==> config.mk <==
export PLATFORM = sky130hd
export DESIGN_NAME = dcp_regs
export DESIGN_NICKNAME = d
export VERILOG_FILES = /design/src/core/dcp_pkg.sv /design/src/core/dcp_regs.sv
export SDC_FILE = /design/constraint.sdc
export NUM_CORES = 1
export LEC_CHECK = 0
export BUFFER_PORTS_ARGS = -buffer_cell sky130_fd_sc_hd__buf_2
export CORE_MARGIN = 2
export CORE_UTILIZATION = 57
export CTS_BUF_LIST = sky130_fd_sc_hd__clkbuf_8 sky130_fd_sc_hd__clkbuf_16
export CTS_CLUSTER_SIZE = 8
export DETAILED_ROUTE_END_ITERATION = 8
export GPL_TIMING_DRIVEN = 1
export PLACE_DENSITY_LB_ADDON = 0.1
export RECOVER_POWER = 50
export SYNTH_ARGS = -nofsm -noshare
export SYNTH_HDL_FRONTEND = slang
export SYNTH_SLANG_ARGS = --single-unit
==> constraint.sdc <==
create_clock -name core_clk -period 1.95 [get_ports core_clk]
set_input_delay 0.39 -clock core_clk [delete_from_list [all_inputs] [get_ports core_clk]]
set_output_delay 0.39 -clock core_clk [all_outputs]
set_load 0.01 [all_outputs]
==> src/core/dcp_pkg.sv <==
// Package with register map, field layouts and reset values of the clock and power configuration bank
package dcp_pkg;
    localparam int ADDR_W = 12;
    localparam int DATA_W = 8;

    localparam logic [ADDR_W-1:0] RING_OSC_CTRL_ADDR  = 12'h083;
    localparam logic [ADDR_W-1:0] SYNC_REF_CTRL_ADDR  = 12'h084;
    localparam logic [ADDR_W-1:0] STARTUP_SEQ_ADDR    = 12'h085;
    localparam logic [ADDR_W-1:0] CLK_SWING_ADDR      = 12'h08D;
    localparam logic [ADDR_W-1:0] CLK_OUT_POWER_ADDR  = 12'h08F;
    localparam logic [ADDR_W-1:0] CONV_POWER_ADDR     = 12'h090;

    // Writable bit masks per register
    localparam logic [DATA_W-1:0] RING_OSC_WMASK   = 8'h83;
    localparam logic [DATA_W-1:0] SYNC_REF_WMASK   = 8'hFF;
    localparam logic [DATA_W-1:0] STARTUP_WMASK    = 8'h73;
    localparam logic [DATA_W-1:0] CLK_SWING_WMASK  = 8'h1F;
    localparam logic [DATA_W-1:0] CLK_POWER_WMASK  = 8'h01;
    localparam logic [DATA_W-1:0] CONV_POWER_WMASK = 8'h03;

    // Reset values
    localparam logic [DATA_W-1:0] RING_OSC_RST   = 8'h00;
    localparam logic [DATA_W-1:0] SYNC_REF_RST   = 8'h00;
    localparam logic [DATA_W-1:0] STARTUP_RST    = 8'h13;
    localparam logic [DATA_W-1:0] CLK_SWING_RST  = 8'h00;
    localparam logic [DATA_W-1:0] CLK_POWER_RST  = 8'h00;
    localparam logic [DATA_W-1:0] CONV_POWER_RST = 8'h03;

    // Field positions
    localparam int RING_DIV_LSB      = 0;
    localparam int SYNC_COUPLING_BIT = 6;
    localparam int SYNC_OFF_BIT      = 0;
    localparam int SEQ_A_LSB         = 4;
    localparam int SEQ_B_BIT         = 1;
    localparam int SEQ_C_BIT         = 0;
    localparam int SWING_LSB         = 0;
    localparam int DRIVER_OFF_BIT    = 0;
    localparam int CONV1_OFF_BIT     = 1;
    localparam int CONV0_OFF_BIT     = 0;

    localparam logic [4:0] SWING_MAX_CODE = 5'h13;

    typedef enum logic [1:0] {
        DCP_DIV8,
        DCP_DIV16,
        DCP_DIV32,
        DCP_DIV64
    } dcp_ring_div_e;

    typedef struct packed {
        logic [ADDR_W-1:0] addr;
        logic [DATA_W-1:0] wdata;
        logic              wr;
        logic              rd;
    } dcp_bus_req_s;

    typedef struct packed {
        dcp_ring_div_e ring_osc_divide_select;
        logic          sync_ref_coupling_select;
        logic          sync_ref_receiver_off;
        logic [2:0]    startup_seq_ctrl_a;
        logic          startup_seq_ctrl_b;
        logic          startup_seq_ctrl_c;
        logic [4:0]    obs_clock_swing_code;
        logic          obs_clock_driver_off;
        logic          converter1_power_off;
        logic          converter0_power_off;
    } dcp_ctrl_s;

    typedef struct packed {
        logic [DATA_W-1:0] ring_osc_ff;
        logic [DATA_W-1:0] sync_ref_ff;
        logic [DATA_W-1:0] startup_ff;
        logic [DATA_W-1:0] swing_ff;
        logic [DATA_W-1:0] clk_power_ff;
        logic [DATA_W-1:0] conv_power_ff;
        logic [DATA_W-1:0] rdata_ff;
        logic              rvalid_ff;
        dcp_ctrl_s         ctrl_ff;
    } dcp_state_s;
endpackage

==> src/core/dcp_regs.sv <==
// Clock and power configuration register bank with plain read and write port
//
// Added by the designer: strobed register access.
`timescale 1ns/100ps
module dcp_regs
(
    input  wire logic                      core_clk,
    input  wire logic                      rst_b,
    input  wire dcp_pkg::dcp_bus_req_s     bus_req,
    output logic [dcp_pkg::DATA_W-1:0]     bus_rdata,
    output logic                           bus_rvalid,
    output dcp_pkg::dcp_ctrl_s             ctrl
);
    import dcp_pkg::*;

    dcp_state_s st_ff;
    dcp_state_s nxt_st;

    ////////////////////////////////////////////////////////////////////////
    // Next state
    always_comb
    begin
        logic [DATA_W-1:0] rv;
        logic [4:0]        sw;
        rv     = '0;
        sw     = '0;
        nxt_st = st_ff;
        nxt_st.rvalid_ff = bus_req.rd;
        if (bus_req.wr)
        begin
            unique case (bus_req.addr)
                RING_OSC_CTRL_ADDR:
                    nxt_st.ring_osc_ff = bus_req.wdata & RING_OSC_WMASK;
                SYNC_REF_CTRL_ADDR:
                    nxt_st.sync_ref_ff = bus_req.wdata & SYNC_REF_WMASK;
                STARTUP_SEQ_ADDR:
                    nxt_st.startup_ff = bus_req.wdata & STARTUP_WMASK;
                CLK_SWING_ADDR:
                    nxt_st.swing_ff = bus_req.wdata & CLK_SWING_WMASK;
                CLK_OUT_POWER_ADDR:
                    nxt_st.clk_power_ff = bus_req.wdata & CLK_POWER_WMASK;
                CONV_POWER_ADDR:
                    nxt_st.conv_power_ff = bus_req.wdata & CONV_POWER_WMASK;
                default:
                    nxt_st.rdata_ff = st_ff.rdata_ff;
            endcase
        end
        if (bus_req.rd)
        begin
            unique case (bus_req.addr)
                RING_OSC_CTRL_ADDR: rv = st_ff.ring_osc_ff;
                SYNC_REF_CTRL_ADDR: rv = st_ff.sync_ref_ff;
                STARTUP_SEQ_ADDR:   rv = st_ff.startup_ff;
                CLK_SWING_ADDR:     rv = st_ff.swing_ff;
                CLK_OUT_POWER_ADDR: rv = st_ff.clk_power_ff;
                CONV_POWER_ADDR:    rv = st_ff.conv_power_ff;
                default:            rv = '0;
            endcase
        end
        nxt_st.rdata_ff = rv;

        // Control decode from the next register image
        nxt_st.ctrl_ff.ring_osc_divide_select =
            dcp_ring_div_e'(nxt_st.ring_osc_ff[RING_DIV_LSB +: 2]);
        nxt_st.ctrl_ff.sync_ref_coupling_select = nxt_st.sync_ref_ff[SYNC_COUPLING_BIT];
        nxt_st.ctrl_ff.sync_ref_receiver_off = nxt_st.sync_ref_ff[SYNC_OFF_BIT];
        nxt_st.ctrl_ff.startup_seq_ctrl_a = nxt_st.startup_ff[SEQ_A_LSB +: 3];
        nxt_st.ctrl_ff.startup_seq_ctrl_b = nxt_st.startup_ff[SEQ_B_BIT];
        nxt_st.ctrl_ff.startup_seq_ctrl_c = nxt_st.startup_ff[SEQ_C_BIT];
        sw = nxt_st.swing_ff[SWING_LSB +: 5];
        // Codes above the defined range are stored but drive the last defined code
        nxt_st.ctrl_ff.obs_clock_swing_code = (sw > SWING_MAX_CODE) ? SWING_MAX_CODE : sw;
        nxt_st.ctrl_ff.obs_clock_driver_off = nxt_st.clk_power_ff[DRIVER_OFF_BIT];
        nxt_st.ctrl_ff.converter1_power_off = nxt_st.conv_power_ff[CONV1_OFF_BIT];
        nxt_st.ctrl_ff.converter0_power_off = nxt_st.conv_power_ff[CONV0_OFF_BIT];
    end

    ////////////////////////////////////////////////////////////////////////
    // State register
    always_ff @(posedge core_clk or negedge rst_b)
    begin
        if (!rst_b)
        begin
            st_ff.ring_osc_ff   <= RING_OSC_RST;
            st_ff.sync_ref_ff   <= SYNC_REF_RST;
            st_ff.startup_ff    <= STARTUP_RST;
            st_ff.swing_ff      <= CLK_SWING_RST;
            st_ff.clk_power_ff  <= CLK_POWER_RST;
            st_ff.conv_power_ff <= CONV_POWER_RST;
            st_ff.rdata_ff      <= '0;
            st_ff.rvalid_ff     <= 1'b0;
            st_ff.ctrl_ff.ring_osc_divide_select   <= dcp_ring_div_e'(RING_OSC_RST[RING_DIV_LSB +: 2]);
            st_ff.ctrl_ff.sync_ref_coupling_select <= SYNC_REF_RST[SYNC_COUPLING_BIT];
            st_ff.ctrl_ff.sync_ref_receiver_off    <= SYNC_REF_RST[SYNC_OFF_BIT];
            st_ff.ctrl_ff.startup_seq_ctrl_a       <= STARTUP_RST[SEQ_A_LSB +: 3];
            st_ff.ctrl_ff.startup_seq_ctrl_b       <= STARTUP_RST[SEQ_B_BIT];
            st_ff.ctrl_ff.startup_seq_ctrl_c       <= STARTUP_RST[SEQ_C_BIT];
            st_ff.ctrl_ff.obs_clock_swing_code     <= CLK_SWING_RST[SWING_LSB +: 5];
            st_ff.ctrl_ff.obs_clock_driver_off     <= CLK_POWER_RST[DRIVER_OFF_BIT];
            st_ff.ctrl_ff.converter1_power_off     <= CONV_POWER_RST[CONV1_OFF_BIT];
            st_ff.ctrl_ff.converter0_power_off     <= CONV_POWER_RST[CONV0_OFF_BIT];
        end
        else
        begin
            st_ff <= nxt_st;
        end
    end

    ////////////////////////////////////////////////////////////////////////
    // Outputs
    assign bus_rdata  = st_ff.rdata_ff;
    assign bus_rvalid = st_ff.rvalid_ff;
    assign ctrl       = st_ff.ctrl_ff;
endmodule

==> impl.org, run 1 <==
** Placed design
- DP Cell Count :: 241
- Prior to clock tree synthesis, the placed netlist has a worst setup slack of -187 ps.
- RD Place Congestion :: 0.872
- Summed over all nets, the half-perimeter wirelength after detailed placement is 2940 um.
- Number of buffers added on ports :: 49
- Area post-placement :: 2210 um2

** Routing
- In the routed layout, each cell is associated on average with a via count of 5.55.
- For this block, the routed nets add up to 3880 um of wire.
- Drc violations :: 0
- Detail-routed net length per standard cell :: 15.6 um
- Detailed router's first-iteration violation count :: 53
- Pre-Repair DR Iteration Count :: 4
- Total via count in the routed design :: 1382
- Final ANT Viol Nets :: 0

** Synthesis
- The cell count after synthesis came out at 163.
- Share of synthesized registers carrying an async set or reset :: 100%
- In the post-synthesis netlist, the biggest area contributors are sky130_fd_sc_hd__dfrtp_1, sky130_fd_sc_hd__mux2_2, sky130_fd_sc_hd__buf_4.
- Cell types with the highest counts after synthesis :: sky130_fd_sc_hd__dfrtp_1, sky130_fd_sc_hd__buf_4, sky130_fd_sc_hd__mux2_2
- Commonest register cell after synthesis :: sky130_fd_sc_hd__dfrtp_1
- Biggest area consumer among synthesized cells :: sky130_fd_sc_hd__dfrtp_1
- Number of synthesized flops with an enable pin :: 0
- Yosys printed 0 warnings.
- After synthesis, the largest area contributor takes up 40.4% of total cell area.
- Summing the sequential cell areas from Yosys gives 46.9% of the chip area.
- The mapped netlist covers 2040 um2.
- Counting every net in the synthesized netlist gives 187.
- Cell variety after synth :: 37
- Yosys reg bits :: 38
- Yosys instantiated no cell more often than sky130_fd_sc_hd__dfrtp_1.
- Mean instance size in the synthesized netlist :: 12.5 um2

** Cells and area
- Once layout is complete, the cells apart from fillers number 249.
- Cells fill 68.1% of the core in the end.
- The net count of the finished layout is 226.
- Number of antenna repair diodes :: 0
- Fraction of layout instances using a drive strength above 1 :: 46.3%
- Post-route standard cell area excluding fillers :: 2310 um2
- The layout has 277 filler cells.
- Synthesis-to-layout area growth :: 13.1%

** Timing
- In the post-route analysis, the smallest setup slack over all paths is 117 ps.
- Post-route clock period utilization :: 94.0%
- Setup repair after global routing left no endpoint under its margin.
- The total count of hold-check failures in the final report was 0.
- Actual slew at the worst max-slew pin :: 904 ps
- The worst pin sits at a relative slew slack of 39.8%.
- Setup violations remaining at the end of the flow were counted as 0.
- Across the routed clock network, the largest skew measured is 2.95 ps.
- Time the final worst path needs with I/O delays and setup :: 1830 ps
- The final number of max-transition violations was 0.
- Timing would allow up to 0.546 GHz.

** Power
- In this run the static leakage power is 1.16 nW.
- Power spread over the standard cell area amounts to 683 nW/um2.
- Largest vdd supply drop :: 0.449 mV

** Clock tree
- In this run the post-CTS setup repair buffer count came out at 0.
- CTS saw 38 sinks.
- Clock-pin slew on the worst setup and hold paths :: 70 ps
- Clock tree synthesis selected as its root buffer the cell sky130_fd_sc_hd__clkbuf_8.
- In this run, post-CTS repair resized a total of 0 instances.
- The longest clock path from root to sink contains 2 buffers.
- In this run, post-CTS hold repair placed 0 buffers.
- The later pin in the worst-skew pair is clocked with a latency of 280 ps.
- TritonCTS clock tree :: done
- Number of CTS-inserted buffers :: 5
- Maximum level of the CTS H-tree :: 2

** Global routing
- In the global route stage, overall resource usage came out at 20.6%.
- The number of global-route vias before repair was 1345.
- Entering global routing, the biggest net connects 39 pins.
- The number of antenna violations at the first check in global routing is 0.
- Wire length of the first global-routing pass :: 6420 um
- Global routing finished with a remaining overflow of 0.

** Job
- Across the run, the number of max-cap violations was 0.

** Critical path
- Bufs and invs on worst path :: 1
- Launching instance or port of the critical path :: bus_req[15]
- In this run the worst path has a maximum fanout of 6.
- Worst setup path category :: in -> reg
- Walking the worst path, the cells encountered are buf_2 -> or3b_1 -> nor4bb_1 -> nand3_1 -> mux2_2.
- Type of element capturing the critical path :: flip-flop
- Dominant delay contributor by cell family on the critical path :: simple AND/OR/NAND/NOR gates
- Arrival time at the worst endpoint :: 2000 ps
- The worst register-to-register path begins at st_ff[66]$_DFFE_PN0P_.
- The worst setup path is launched from an input pin.
- Largest stage delay, worst path :: 530 ps
- For this design, the slowest cell found on the critical path is sky130_fd_sc_hd__or3b_1.
- Reg2Reg Setup Slack :: 640 ps
- Data on the critical path is required at its endpoint by 2120 ps.

** Worst hold path
- The tightest min-delay check is of the in -> reg type.
- The startpoint identified for the worst hold timing path is bus_req[0].

** Floorplanning
- The die covers 4080 um2.
- Die X :: 63.9 um
- The core region is 3390 um2.
- In this run the vertical extent of the chip is 63.9 um.
- In this run the count of I/O pins placed on the die edge is 50.
- Effective utilization at floorplan :: 60.2%
- Number of core rows :: 21

** Status
- Status :: complete, no violations
## metrics by stage
| stage | hold slack (ps) | setup TNS, ps | power, mW |
|---|---|---|---|
| 4_1_cts | 155 | 0 | 1.60 |
| 3_3_place_gp | 452 | -1390 | 0.919 |
| 5_1_grt | 275 | 0 | 1.65 |
| 3_5_place_dp | 463 | -2710 | 0.922 |
| 2_1_floorplan | 94.4 | 0 | 0.861 |
| 6_report | 282 | 0 | 1.58 |
## state kept, by name (all words and copies together) (netlist names)
| signal | flops |
|---|---|
| st_ff | 21 |
| bus_rdata | 8 |
| bus_rvalid | 1 |
| ctrl | 8 |
## final cells by class
| cell class | instances | area (um2) | share of cell area, % |
|---|---|---|---|
| Clock buffer | 6 | 82.6 | 3.58 |
| Clock inverter | 2 | 33.8 | 1.46 |
| Multi-Input combinational cell | 94 | 847 | 36.7 |
| Sequential cell | 38 | 957 | 41.4 |
| Tap cell | 46 | 57.6 | 2.49 |
| Timing Repair Buffer | 63 | 332 | 14.4 |
## worst paths after layout
check	end	cells after the start
max in group asynchronous	st_ff[59]$_DFFE_PN0P_	2
max	ctrl[11]$_DFFE_PN0P_	5
min reg2reg	st_ff[63]$_DFFE_PN0P_	1
max reg2reg	bus_rdata[0]$_DFF_PN0_	4
min	bus_rvalid$_DFF_PN0_	1
min in group asynchronous	bus_rdata[5]$_DFF_PN0_	2
## per-layer routing
layer  vias up  wire [um]  track usage, %
met2        61       1900            32.7
li1        639          -               -
met4         0         16            4.08
met1       679       1710            28.5
met3         3        259            5.81
met5         -          0               0
## placed cells by master (no fill, tap or decap), drive strengths merged
cell	instances
buf	49
dfrtp	33
mux2	26
clkbuf	20
nor2	11
nand2b	9
mux2i	6
nand3	6
a32oi	5
dfstp	5
nor2b	3
o21a	3
nor4	3
a21oi	2
a22o	2
a22oi	2
nand4	2
or3b	1
or4	1
and2	1
nor3	1
xnor2	1
nor4b	1
or4b	1
nor3b	1
o2bb2ai	1
or4bb	1
o211ai	1
nand2	1
nor4bb	1
nand4b	1
bufinv	1
inv	1
## cell families (layout without fill, tap and decap cells)
group,after synthesis,in the layout,synth area share (%)
AND/OR/NAND/NOR,45,45,16.2
multiplexers,32,32,18.8
AO/OA/AOI/OAI,16,16,6.13
buffers and inverters,31,71,11.6
XOR/XNOR,1,1,0.429
flip-flops,38,38,46.9
## where the power goes
part | internal (mW) | switching (mW) | leakage, nW
clock | 0.412 | 0.261 | 0.0626
sequential | 0.792 | 0.00209 | 0.510
combinational | 0.0439 | 0.0668 | 0.589
total | 1.25 | 0.330 | 1.16
No activity file was read; power rests on OpenSTA's default activity.
==> run 2: changes to the inputs <==
--- a/config.mk
+++ b/config.mk
@@ -7,4 +7,5 @@
 export LEC_CHECK = 0
 export BUFFER_PORTS_ARGS = -buffer_cell sky130_fd_sc_hd__buf_2
+export CORE_ASPECT_RATIO = 1.75
 export CORE_MARGIN = 2
 export CORE_UTILIZATION = 57
==> constraint.sdc (replaced) <==
create_clock -name core_clk -period 1.95 [get_ports core_clk]
set_input_delay 0.39 -clock core_clk [delete_from_list [all_inputs] [get_ports core_clk]]
set_output_delay 0.39 -clock core_clk [all_outputs]
set_load 0.1 [all_outputs]
==> impl.org, run 2 (synthesis results as in run 1) <==
** Power
- Total power density per cell area :: 680 nW/um2 (-0.41%)
- The maximum VDD drop was 0.814 mV (+81%).
- Static Leak :: 1.19 nW (+2.5%)

** Timing
- The total count of hold-check failures in the final report is 0 (unchanged).
- The final cycle utilization of the critical path came to 94.7% (+0.68 points).
- Time the final worst path needs with I/O delays and setup :: 1850 ps (+13.3 ps)
- The slew at the pin closest to its max-slew limit was 896 ps (-7.89 ps).
- The fmax came to 0.542 GHz (-0.72%).
- Setup repair after global routing left no endpoint under its margin.
- The summed negative setup slack over all endpoints was 0 ps (unchanged).
- Worst slew margin :: 40.3% (+0.53 points)
- Setup-violating endpoint count in the final report :: 0 (unchanged)
- Setup Skew :: 5.94 ps (+2.99 ps)
- The final number of max-transition violations is 0 (unchanged).

** Critical path
- The required time of the critical path was 2120 ps (about the same).
- The worst setup path is of the in -> reg kind.
- The critical path goes through buf_2 -> or3b_1 -> nor4bb_1 -> nand3_1 -> mux2_2.
- STA classifies the critical path endpoint as a flip-flop.
- On the critical path, the stage with the largest delay is an instance of sky130_fd_sc_hd__or3b_1.
- Crit path launch type :: input pin
- The arrival time of the worst setup path came to 2020 ps (+20 ps).
- The maximum fanout along the worst path is 6 (unchanged).
- Largest stage delay, worst path :: 550 ps (+20 ps)

** Routing
- The post-detailed-route DRC marker count is 0 (unchanged).
- Total wirelength of the detailed-routed design :: 4130 um (+6.5%)
- Detail-routed net length per standard cell :: 16.7 um (+7.3%)
- The number of antenna-violating nets in the routed design came to 0 (unchanged).
- The violation count after the first detailed-routing iteration came to 20 (-62%).
- Routed vias/inst :: 5.40 (-2.8%)
- The first-pass iteration count of the detailed router was 4 (unchanged).
- Total via count in the routed design :: 1333 (-3.5%)

** Cells and area
- Fraction of the core area covered by cells at the end of the flow :: 68.0% (-0.18 points)
- The layout net count is 225 (-0.44%).
- The share of post-route cells with drive strength above 1 came to 52.0% (+5.7 points).
- The number of flip-flops in the largest register came to 21 (unchanged).
- The post-route cell area was 2310 um2 (unchanged).
- Commonest cells after routing, fill and taps aside :: sky130_fd_sc_hd__buf_2, sky130_fd_sc_hd__dfrtp_1, sky130_fd_sc_hd__mux2_2
- Number of antenna repair diodes :: 0 (unchanged)
- More flip-flops sit in one register than any other, and that register is st_ff.
- Synthesis-to-layout area growth :: 13.1% (unchanged)
- The library cell used most frequently in the layout, excluding fill and tap cells, is sky130_fd_sc_hd__buf_2.

** Clock tree
- The clock transition at the register clock pins on the worst setup and hold paths after CTS is 80 ps (about the same).
- The total CTS buffers is 5 (unchanged).
- The clock sink count came to 38 (unchanged).
- The number of H-tree levels is 2 (unchanged).
- TritonCTS clock tree :: done
- Number of buffers on the longest clock path :: 2 (unchanged)
- Number of buffers added to fix hold violations after cts :: 0 (unchanged)
- Insertion delay of the later-clocked pin in the worst-skew pair :: 280 ps (about the same)
- The cell sitting at the root of the clock tree is a sky130_fd_sc_hd__clkbuf_8.
- Post-CTS Setup Bufs :: 0 (unchanged)
- Number of gates resized after cts :: 0 (unchanged)

** Global routing
- Via count of the first global-routing pass :: 1458 (+8.4%)
- Largest net degree at the start of global routing :: 39 (unchanged)
- The overall fraction of global-route tracks in use came to 22.6% (+2.0 points).
- Antenna violations before repair :: 0 (unchanged)
- The final global-route overflow total was 0 (unchanged).
- The wire length of the first global-routing pass is 7140 um (+11%).

** Floorplanning
- The number of top-level pins came to 50 (unchanged).
- The overall die height was 83.2 um (+30%).
- Effective utilization at floorplan :: 60.1% (-0.16 points)
- The die span in x is 49.2 um (-23%).
- Number of core rows :: 28 (+33%)
- Area of the placeable core :: 3400 um2 (+0.26%)
- Floorplan die area :: 4100 um2 (+0.45%)

** Placed design
- RD Place Congestion :: 0.862 (-1.2%)
- The sum of net half-perimeters after detailed placement is 3230 um (+9.8%).
- The count of buffers from port buffering was 49 (unchanged).
- Area post-placement :: 2220 um2 (+0.17%)

** Job
- Max-cap viol count :: 0 (unchanged)

** Status
- Status :: complete, no violations

** Worst hold path
- Worst min-delay path category :: in -> reg
==> run 2: critical path: cells and delay by family <==
family | cells | cell delay [ps]
buffers and inverters | 1 | 90
muxes | 1 | 350
and+or+nand+nor | 3 | 1180
==> run 2: routing by layer <==
| layer | track usage (%) | vias up | wire length [um] |
|---|---|---|---|
| met5 | 0 | - | 0 |
| met2 | 42.0 | 42 | 2370 |
| li1 | - | 633 | - |
| met4 | 7.27 | 0 | 40 |
| met1 | 24.1 | 654 | 1480 |
| met3 | 5.40 | 4 | 239 |
==> run 2: final timing paths <==
| check | end | depth (start not counted) | slack, ps | startpoint |
|---|---|---|---|---|
| setup / recovery | ctrl[11]$_DFFE_PN0P_ | 5 | 100 | bus_req[15] |
| hold / removal | bus_rvalid$_DFF_PN0_ | 1 | 290 | bus_req[0] |
| setup reg to reg | bus_rdata[0]$_DFF_PN0_ | 4 | 720 | st_ff[66]$_DFFE_PN0P_ |
| hold reg to reg | st_ff[60]$_DFFE_PN0P_ | 1 | 520 | st_ff[60]$_DFFE_PN0P_ |
| max in group asynchronous | ctrl[5]$_DFF_PN0_ | 2 | 1080 | rst_b |
| min in group asynchronous | st_ff[67]$_DFFE_PN0P_ | 2 | 310 | rst_b |
==> run 2: layout make-up <==
type                    instances  area [um2]
clock inverters                 3        41.3
flip-flops and latches         38         957
fillers                       271        1090
repair buffers                 62         339
well taps                      45        56.3
multi-input cells              94         847
clock buffers                   5        68.8
==> run 2: report_power, final <==
| group | internal (mW) | leakage, nW | switching, mW | total (mW) |
|---|---|---|---|---|
| combinational | 0.0442 | 0.625 | 0.0864 | 0.131 |
| sequential | 0.792 | 0.510 | 0.00213 | 0.794 |
| clock | 0.376 | 0.0556 | 0.270 | 0.646 |
==> run 2: per-stage QoR <==
stage | setup slack, ps | power [mW] | hold WS, ps | std cells
5_1_grt | 16.2 | 1.63 | 288 | 247
2_1_floorplan | 29.1 | 0.880 | 94.4 | 163
3_3_place_gp | -79.4 | 0.942 | 366 | 239
3_5_place_dp | -180 | 0.946 | 370 | 239
4_1_cts | 122 | 1.59 | 63.3 | 247
6_report | 104 | 1.57 | 286 | 247
==> run 3: changes to the inputs <==
Settings changed: ABC_AREA from default to 1.
==> impl.org, run 3 <==
** Clock tree
- Number of buffers added to fix hold violations after cts :: 0 (unchanged)
- Insertion delay of the later-clocked pin in the worst-skew pair :: 290 ps (about the same)
- The total CTS buffers was 5 (unchanged).
- Number of buffers on the longest clock path :: 2 (unchanged)
- CTS Sinks :: 38 (unchanged)
- Clock Root Buffer :: sky130_fd_sc_hd__clkbuf_8
- The number of instances resized during post-cts repair was 0 (unchanged).
- TritonCTS built the clock tree.
- The total setup buffers inserted after CTS is 0 (unchanged).
- Maximum level of the CTS H-tree :: 2 (unchanged)
- Clock-pin slew on the worst setup and hold paths :: 70 ps (about the same)

** Global routing
- The wire length of the first global-routing pass is 7270 um (+1.8%).
- The final global-route overflow total came to 0 (unchanged).
- Global Route met1 Usage :: 26.1% (+2.0 points)
- The number of global-route vias before repair is 1608 (+10%).
- The maximum number of pins on one net before global-route repair is 39 (unchanged).
- The global routing stage identified its most utilized layer as met2.
- Global-route met3 utilization :: 3.94% (-1.5 points)
- GRT met2 Usage :: 40.1% (-1.9 points)
- Total GRT Usage :: 23.3% (+0.72 points)
- The number of antenna violations at the first check in global routing is 0 (unchanged).

** Cells and area
- The number of inserted diodes is 0 (unchanged).
- The number of flip-flops in the largest register is 21 (unchanged).
- The library cell used most frequently in the layout, excluding fill and tap cells, is sky130_fd_sc_hd__nand2_1.
- Post-route standard cell area excluding fillers :: 2260 um2 (-2.2%)
- # nets final :: 299 (+33%)
- Relative to the synthesized area, the layout overhead comes to 8.34%.
- Commonest cells after routing, fill and taps aside :: sky130_fd_sc_hd__nand2_1, sky130_fd_sc_hd__buf_2, sky130_fd_sc_hd__dfrtp_1
- Post-Layout Cell Count :: 322 (+30%)
- The register with the most flip-flops in the final layout is st_ff.
- Layout fillers :: 356 (+31%)
- The share of post-route cells with drive strength above 1 was 32.6% (-19 points).

** Critical path
- STA classifies the critical path endpoint as an output pin.
- The cell depth of the worst flop-to-flop path is 4 (unchanged).
- Arrival time at the worst endpoint :: 1270 ps (-750 ps)
- The cell family contributing the most delay on the critical path is flip-flops.
- The signal on the critical path passes through buf_2.
- CP Depth :: 1 (-4)
- On the critical path, the stage with the largest delay is an instance of sky130_fd_sc_hd__dfstp_2.
- Largest stage delay, worst path :: 560 ps (about the same)
- The number of buffer and inverter stages on the critical path was 1 (unchanged).
- In this run the critical register-to-register path is captured at bus_rdata[1]$_DFF_PN0_.
- Reg2Reg Setup Slack :: 980 ps (+260 ps)
- Worst-path maximum fanout :: 3 (-3)
- In this run the critical register-to-register path is launched from st_ff[51]$_DFFE_PN1P_.
- Crit path launch type :: flip-flop
- Required time of the critical path :: 1560 ps (-560 ps)
- Worst setup path category :: reg -> out

** Floorplanning
- Number of core rows :: 29 (+3.6%)
- Effective utilization at floorplan :: 58.7% (-1.4 points)
- Area of the placeable core :: 3560 um2 (+4.6%)
- Floorplan die area :: 4180 um2 (+2.0%)
- Die Height :: 84.0 um (+1.0%)
- Number of I/O pins :: 50 (unchanged)
- Die X :: 49.7 um (+0.97%)

** Routing
- Drc violations :: 0 (unchanged)
- Detail-routed net length per standard cell :: 13.0 um (-22%)
- Pre-Repair DR Iteration Count :: 4 (unchanged)
- Detailed router's first-iteration violation count :: 27 (+35%)
- The total wire length after detailed routing is 4180 um (+1.2%).
- The count of vias placed by the detailed router came to 1577 (+18%).
- Routed vias/inst :: 4.90 (-9.3%)
- The number of antenna-violating nets in the routed design is 0 (unchanged).

** Synthesis
- Proportion of netlist area held by the largest area contributor :: 39.6% (-0.85 points)
- Count of synthesis-stage warnings from yosys :: 0 (unchanged)
- In the synthesized netlist the dominant register cell turns out to be sky130_fd_sc_hd__dfrtp_1.
- sky130_fd_sc_hd__nand2_1 is the most common cell in the netlist.
- The total standard cell area after synthesis was 2090 um2 (+2.1%).
- The net count after synthesis was 268 (+43%).
- Number of synthesized flops with an enable pin :: 0 (unchanged)
- The post-synthesis area per instance is 8.55 um2 (-32%).
- Dominant cells by area after synthesis :: sky130_fd_sc_hd__dfrtp_1, sky130_fd_sc_hd__nand2_1, sky130_fd_sc_hd__buf_4
- Gate count of the mapped netlist :: 244 (+50%)
- The number of synthesized register bits was 38 (unchanged).
- By count the netlist is led by sky130_fd_sc_hd__nand2_1, sky130_fd_sc_hd__dfrtp_1, sky130_fd_sc_hd__inv_1.
- The share of the yosys chip area belonging to registers is 45.9% (-0.98 points).
- Share of synthesized registers carrying an async set or reset :: 100% (unchanged)
- sky130_fd_sc_hd__dfrtp_1 takes more of the synthesized area than any other cell.
- Cell variety after synth :: 28 (-24%)

** Timing
- The count of endpoints failing setup in the final report was 0 (unchanged).
- The final cycle utilization of the critical path was 85.3% (-9.3 points).
- Final TNS setup :: 0 ps (unchanged)
- Worst slew margin :: 40.8% (+0.53 points)
- The total count of hold-check failures in the final report is 0 (unchanged).
- Setup repair after global routing left no endpoint under its margin.
- The fmax is 0.601 GHz (+11%).
- The clock skew after layout came to 6.89 ps (+0.943 ps).
- Time the final worst path needs with I/O delays and setup :: 1660 ps (-182 ps)
- Actual slew at the worst max-slew pin :: 888 ps (-7.88 ps)
- Total count of max-transition violations in the final report :: 0 (unchanged)
- Final worst hold slack :: 274 ps (-12.4 ps)

** Placed design
- The area after detailed placement was 2200 um2 (-0.73%).
- The count of buffers from port buffering came to 49 (unchanged).
- RD Place Congestion :: 0.957 (+11%)
- DP Cell Count :: 314 (+31%)
- Detailed placer's ending HPWL :: 3360 um (+3.9%)

** Worst hold path
- Worst hold path startpoint :: bus_req[0]
- The path with the worst hold slack has its endpoint at bus_rvalid$_DFF_PN0_.
- The worst hold path belongs to the class in -> reg.
- The number of instances on the worst hold path was 1 (unchanged).

** Power
- Total power density per cell area :: 650 nW/um2 (-4.4%)
- The maximum VDD drop is 0.681 mV (-16%).
- The overall power consumption was 1.47 mW (-6.5%).
- Static Leak :: 1.24 nW (+4.0%)

** Status
- The run finished with clean final reports.

** Job
- The count of max-cap constraint violations was 0 (unchanged).
-- run 3: changes by cell type after synthesis, sizes merged, moves of 3 or more --
cell	change
inv	+32
nand2	+59
mux2i	-6
nand3	+13
nor2b	-3
nor2	+18
nand2b	-9
a32oi	-5
o21ai	+25
mux2	-26
-- run 3: worst max path at each step --
stage	startpoint	to
4_1_cts	st_ff[26]$_DFFE_PN1P_	ctrl[0]
6_report	st_ff[26]$_DFFE_PN1P_	ctrl[0]
3_5_place_dp	bus_req[15]	st_ff[60]$_DFFE_PN0P_
5_1_grt	bus_req[15]	ctrl[3]$_DFF_PN0_
2_1_floorplan	bus_req[15]	st_ff[62]$_DFFE_PN0P_
3_3_place_gp	bus_req[15]	st_ff[58]$_DFFE_PN0P_
-- run 3: area by class of cell --
class / instances / area [um2] / area share (%)
clock inverter: 2 / 12.5 / 0.554
timing repair buffer: 51 / 255 / 11.3
inverter: 33 / 125 / 5.54
multi-input combinational: 146 / 769 / 34.1
clock buffer: 6 / 82.6 / 3.65
sequential: 38 / 957 / 42.4
tap: 46 / 57.6 / 2.55
-- run 3: layer usage --
metal	wire length, um	vias to the layer above	part of all wire (%)
met5	0	-	0
met4	178	0	4.3
met3	184	12	4.4
met2	2200	43	53
met1	1620	715	39
li1	-	807	-
-- run 3: logic make-up after synthesis --
group	share of synthesized area, %
and+or+nand+nor	29.5
DFF	45.9
AOI/OAI and AO/OA	8.82
buffers and inverters	15.8
-- run 3: where the power goes --
group          internal [mW]  switching [mW]
sequential             0.793         0.00194
clock                  0.284           0.264
combinational         0.0324          0.0943
-- run 3: stage by stage --
step	setup slack [ps]	util, %
finish	286	63.5
global route	245	63.5
CTS	277	64.5
detailed placement	316	61.9
global placement	325	61.9
floorplan	583	-
